==> config.mk <==
export PLATFORM = sky130hd
export DESIGN_NAME = apr_host_flat
export DESIGN_NICKNAME = d
export VERILOG_FILES = /design/src/apr_pkg.sv /design/src/apr_if.sv /design/src/apr_host.sv /design/src/flat_wrapper.sv
export SDC_FILE = /design/constraint.sdc
export NUM_CORES = 1
export LEC_CHECK = 0
export BUFFER_PORTS_ARGS = -buffer_cell sky130_fd_sc_hd__buf_2
export CORE_MARGIN = 10
export CORE_UTILIZATION = 35
export DETAILED_ROUTE_END_ITERATION = 8
export HOLD_SLACK_MARGIN = 0.02
export PLACE_DENSITY_LB_ADDON = 0.1
export SETUP_SLACK_MARGIN = 0.15
export SLEW_MARGIN = 20
export SYNTH_ARGS = -nofsm -noshare
export SYNTH_HDL_FRONTEND = slang
export SYNTH_SLANG_ARGS = --single-unit
==> constraint.sdc <==
create_clock -name clk -period 2.41 [get_ports clk]
set_input_delay 0.482 -clock clk [delete_from_list [all_inputs] [get_ports clk]]
set_output_delay 0.482 -clock clk [all_outputs]
set_load 0.03 [all_outputs]
==> src/apr_pkg.sv <==
package apr_pkg;
   // ----------------------------------------
   // widths and timing
   // ----------------------------------------
   localparam int RES_BITS      = 12;
   localparam int BUS_BITS      = 16;
   localparam int CLK_PERIOD_PS = 10000;
   localparam int CONV_TIME_PS  = 2700000;
   // longest time rounds down
   localparam int CONV_CYCLES   = CONV_TIME_PS / CLK_PERIOD_PS;
   localparam int CNT_BITS      = 9;
   localparam logic [RES_BITS-1:0] RESULT_RESET = 12'h000;
   // host request kinds
   typedef enum logic [1:0] {
      APR_REQ_START_LOW,
      APR_REQ_HIGH,
      APR_REQ_NONE
   } apr_req_type;
endpackage

==> src/apr_if.sv <==
`timescale 1ns/1ps
interface apr_if;
   logic        cs_n;
   logic        rd_n;
   logic        byte_select_high;
   logic        busy_n;
   logic [15:0] data_out;
   logic [15:0] data_oe;
   modport dev  (input cs_n, input rd_n, input byte_select_high, output busy_n, output data_out, output data_oe);
   modport host (output cs_n, output rd_n, output byte_select_high, input busy_n, input data_out, input data_oe);
endinterface

==> src/apr_host.sv <==
`timescale 1ns/1ps
module apr_host
   import apr_pkg::*;
#(
   parameter int CONV_CYC = CONV_CYCLES
) (
   // clock and reset
   input  wire logic                clk,
   input  wire logic                rst_n,
   // device link
   apr_if.host                      bus,
   // user side
   input  wire logic                go,
   input  wire logic                wait_mode,
   input  wire logic                two_byte,
   output logic                     ready,
   output logic                     valid,
   output logic [RES_BITS-1:0]      data
);
   typedef enum {S_IDLE, S_RD, S_GAP, S_WAIT} apr_st_type;
   apr_st_type          st, next_st;
   logic [1:0]          idx, next_idx;
   logic [CNT_BITS+1:0] cnt, next_cnt;
   logic                cs, next_cs, hb, next_hb, vld, next_vld;
   logic [RES_BITS-1:0] dat, next_dat;
   logic [1:0]          bsy_s;
   localparam int RD_CYC = 8;
   always_ff @(posedge clk or negedge rst_n) begin
      if (!rst_n) bsy_s <= 2'h3;
      else bsy_s <= {bsy_s[0], bus.busy_n};
   end
   always_comb begin
      next_st = st; next_idx = idx; next_cnt = cnt; next_cs = cs;
      next_hb = hb; next_vld = 1'b0; next_dat = dat;
      case (st)
         S_IDLE: if (go) begin
            next_st = S_RD; next_idx = '0; next_cnt = '0;
            next_cs = 1'b1; next_hb = 1'b0;
         end
         S_RD: begin
            next_cnt = cnt + (CNT_BITS+2)'(1);
            // in wait mode, hold the first read cycle while busy reads low
            if (cnt >= (CNT_BITS+2)'(RD_CYC) && !(wait_mode && idx == 2'h0 && !bsy_s[1])) begin
               next_cs = 1'b0; next_cnt = '0;
               if (hb) next_dat[11:8] = bus.data_out[3:0];
               else if (two_byte) next_dat[7:0] = bus.data_out[7:0];
               else next_dat = bus.data_out[11:0];
               if (!two_byte && wait_mode) begin
                  next_st = S_IDLE; next_vld = 1'b1;
               end else if (!two_byte) begin
                  // deferred read: wait, then fetch fresh data
                  next_st = (idx == 2'h0) ? S_GAP : S_IDLE;
                  next_vld = idx != 2'h0; next_idx = idx + 2'h1;
               end else if (wait_mode) begin
                  next_st = (idx == 2'h0) ? S_WAIT : S_IDLE;
                  next_vld = idx != 2'h0; next_hb = 1'b1; next_idx = idx + 2'h1;
               end else begin
                  // start, gap, then high and low byte of the new result
                  next_idx = idx + 2'h1;
                  next_hb = idx == 2'h0;
                  next_st = (idx == 2'h2) ? S_IDLE : (idx == 2'h0 ? S_GAP : S_WAIT);
                  next_vld = idx == 2'h2;
               end
            end
         end
         S_WAIT: begin
            next_cnt = cnt + (CNT_BITS+2)'(1);
            if (cnt >= (CNT_BITS+2)'(2)) begin
               next_st = S_RD; next_cs = 1'b1; next_cnt = '0;
            end
         end
         S_GAP: begin
            next_cnt = cnt + (CNT_BITS+2)'(1);
            if (cnt >= (CNT_BITS+2)'(CONV_CYC + 8)) begin
               next_st = S_RD; next_cs = 1'b1; next_cnt = '0;
            end
         end
         default: next_st = S_IDLE;
      endcase
   end
   always_ff @(posedge clk or negedge rst_n) begin
      if (!rst_n) begin
         st <= S_IDLE; idx <= '0; cnt <= '0; cs <= 1'b0;
         hb <= 1'b0; vld <= 1'b0; dat <= '0;
      end else begin
         st <= next_st; idx <= next_idx; cnt <= next_cnt; cs <= next_cs;
         hb <= next_hb; vld <= next_vld; dat <= next_dat;
      end
   end
   assign bus.cs_n             = !cs;
   assign bus.rd_n             = !cs;
   assign bus.byte_select_high = hb;
   assign ready = st == S_IDLE;
   assign valid = vld;
   assign data  = dat;
endmodule

==> src/flat_wrapper.sv <==
// flat-port wrapper written by rule: the top's interface ports become plain ports
module apr_host_flat import apr_pkg::*;
#(
   parameter int CONV_CYC = CONV_CYCLES
)
  (clk, rst_n, go, wait_mode, two_byte, ready, valid, data, bus_cs_n, bus_rd_n, bus_byte_select_high, bus_busy_n, bus_data_out, bus_data_oe);
  apr_if bus_i ();
  input  wire logic clk;
  input  wire logic rst_n;
  input  wire logic go;
  input  wire logic wait_mode;
  input  wire logic two_byte;
  output logic ready;
  output logic valid;
  output logic [RES_BITS-1:0] data;
  output wire logic [$bits(bus_i.cs_n)-1:0] bus_cs_n;
  output wire logic [$bits(bus_i.rd_n)-1:0] bus_rd_n;
  output wire logic [$bits(bus_i.byte_select_high)-1:0] bus_byte_select_high;
  input wire logic [$bits(bus_i.busy_n)-1:0] bus_busy_n;
  input wire logic [$bits(bus_i.data_out)-1:0] bus_data_out;
  input wire logic [$bits(bus_i.data_oe)-1:0] bus_data_oe;
  assign bus_cs_n = bus_i.cs_n;
  assign bus_rd_n = bus_i.rd_n;
  assign bus_byte_select_high = bus_i.byte_select_high;
  assign bus_i.busy_n = bus_busy_n;
  assign bus_i.data_out = bus_data_out;
  assign bus_i.data_oe = bus_data_oe;
  apr_host #(.CONV_CYC(CONV_CYC)) u_core (.clk(clk), .rst_n(rst_n), .bus(bus_i), .go(go), .wait_mode(wait_mode), .two_byte(two_byte), .ready(ready), .valid(valid), .data(data));
endmodule
==> flow_summary.yaml <==
power:
  p_per_area_nw_per_um2: 1170
  p_leak_nw: 0.905
  vdd_ir_drop_max_mv: 0.597
timing:
  fin_crit_ns: 2.12
  fin_skew_ns: 0.00498
  grt_setup_unrepaired: "false"
  setup_ws_ns: 0.295
  max_slew_margin_pct: 52.8
  hold_viol: 0
  final.period_utilization_pct: 87.8
  setup_viol: 0
  tns_ns: 0
  final_max_slew_viol_count: 0
  worstMarginPinSlew_ns: 0.708
  fmax_mhz: 473
finish:
  design_area_um2: 2030
  fin_nets: 248
  layout_commonest_cell: "buf_2"
  layoutNonFillerInstCount: 274
  drive_above_1_share_pct: 30.4
  final_cell_mix: "34 x buf_2, 30 x dfrtp_1, 17 x nand2_1, 10 x a21oi_1, 10 x nand3_1"
  antenna_cells: 0
  areaGrowthSynthToFinish_pct: 16.4
clock_network:
  cts_made_buffers: 5
  cts-resized-gates: 0
  clk-insertion-delay-late_ns: 0.28
  clkSinkCount: 32
  cts_htree_levels: 2
  ctsHoldBuffers: 0
  post_cts_buffers: 0
  clockBufferDepth: 2
  clock-root-buffer: "clkbuf_8"
  path_clk_slew_ns: 0.07
  cts_tree: "done"
die:
  die_w_um: 90.6
  die-height_um: 90.6
  fp.dieArea_um2: 8210
  initial_core_util_pct: 36.5
  ioPinCount: 55
  core_area_um2: 4790
  rows: 25
placed_design:
  hpwl_mm: 3.10
  pre_cts_ws_ns: 0.290
  port_buffers: 34
  placed_cells: 266
  detailed_place.area_um2: 1940
  gp_congestion: 0.859
global_route:
  grt_max_degree: 33
  grt_overflow: 0
  grt_pass1_vias: 1531
  grt_pass1_wl_mm: 7.31
  grtUsageTotal_pct: 10.7
  antenna_found_initial: 0
synthesis:
  synth.yosys.seq_area_share_pct: 46.0
  synth-seq-cells: 32
  synth.avg_cell_area_um2: 10.1
  yosys-top-cells-area: "dfrtp_1 43%, mux2_2 5.2%, nand2_1 3.7%, dfstp_2 3.0%, a21oi_1 2.9%"
  synth_top_area_cell: "dfrtp_1"
  synth_top_area_share_pct: 43.0
  netlist_area_um2: 1750
  ys_warn_count: 0
  synthFlopType: "dfrtp_1"
  synthArstFlopShare_pct: 100
  syn_inst: 173
  synth_edf_count: 0
  ys_types: 49
  syn_nets: 215
drt:
  wirelength_mm: 4.18
  first_pass_iters: 4
  drt-initial-drc-count: 82
  wl_per_cell_um: 15.2
  via_per_inst: 5.33
  vias: 1461
  drc_errors: 0
  ant_nets: 0
worst_setup_path:
  cp_data_required_time_ns: 2.58
  path_delay_family: "simple AND/OR/NAND/NOR gates"
  crit_path_max_fanout: 8
  crit_slowest_cell: "a211o_2"
  worstSetupEndpointType: "register"
  crit_buf_inv: 1
  path_cells: "inv_1, ha_1, and3b_1, a211o_2, nor2_4, mux2_2"
  worst_setup_path_start_kind: "register"
  max_stage_delay_ns: 0.41
  arrival_ns: 2.29
  path_class: "reg -> reg"
run:
  max_cap_viol_count: 0
run_status:
  status: "finished clean"
hold_path:
  hold_path_class: "in -> async"
[through the flow]
| step | utilization (%) | total power, mW | hold WS [ns] |
|---|---|---|---|
| detailed placement | 40.5 | 1.98 | 0.347 |
| floorplan | - | 1.70 | 0.186 |
| CTS | 42.5 | 2.41 | 0.276 |
| global placement | 40.5 | 1.95 | 0.349 |
| global route | 42.5 | 2.56 | 0.282 |
| finish | 42.5 | 2.38 | 0.238 |
[layer usage]
metal  vias up  part of all wire [%]  GRT usage (%)
met1       730                    45           12.7
met3         2                   5.2           3.82
met2        35                    49           17.2
met4         0                  0.50           3.98
met5         -                     0              0
li1        694                     -              -
[synthesized netlist by cell type (6+ instances only)]
master	n
nor2_1	6
nand2_1	17
inv_1	9
dfrtp_1	30
nor3_1	9
a21oi_1	10
nand3_1	10
mux2_2	8
o21ai_0	8
[worst paths after layout]
| path | from | to | slack (ns) | cells after the start |
|---|---|---|---|---|
| worst min register to register | u_core.bsy_s[0] | u_core.bsy_s[1] | 0.36 | 0 |
| max in group asynchronous | rst_n | u_core.valid | 1.70 | 1 |
| min in group clk | bus_busy_n | u_core.bsy_s[0] | 0.30 | 1 |
| worst max register to register | u_core.idx[0] | u_core.data[3] | 0.29 | 6 |
| worst min-delay path | rst_n | u_core.cnt[10] | 0.24 | 1 |
| worst max-delay path | u_core.idx[0] | u_core.data[3] | 0.29 | 6 |
[worst reg2reg max path, cell delays in order (launching register included)]
cell     delay (ns)
dfrtp_1        0.37
inv_1          0.10
ha_1           0.28
and3b_1        0.24
a211o_2        0.41
nor2_4         0.25
mux2_2         0.37
[cell type report]
class | count | area [um^2]
multi-input combinational | 121 | 830
fill | 501 | 2750
timing repair buffer | 36 | 185
sequential | 32 | 803
inverter | 10 | 37.5
clock buffer | 5 | 68.8
clock inverter | 3 | 23.8
tap | 67 | 83.8
[sequential cells by signal, indices dropped and copies added, names as in the netlist]
register and cells:
u_core.st 2, u_core.bsy_s 2, u_core.valid 1, u_core.cs 1
u_core.bus.byte_select_high 1, u_core.idx 2, u_core.cnt 11, u_core.data 12
[cells by family after synthesis]
logic type,synth area share [%]
simple gates,17.8
compound gates,19.5
flops,46.0
buf+inv,6.45
mux,6.31
fa+ha+maj,2.87
xor+xnor,1.00
[report_power, final]
part           total [mW]  switching (mW)  internal, mW  leakage (nW)
Sequential          0.866           0.157         0.709         0.387
Clock               0.422           0.218         0.204        0.0404
Combinational        1.09           0.673         0.415         0.477
Power figures use the tool's default switching activity.
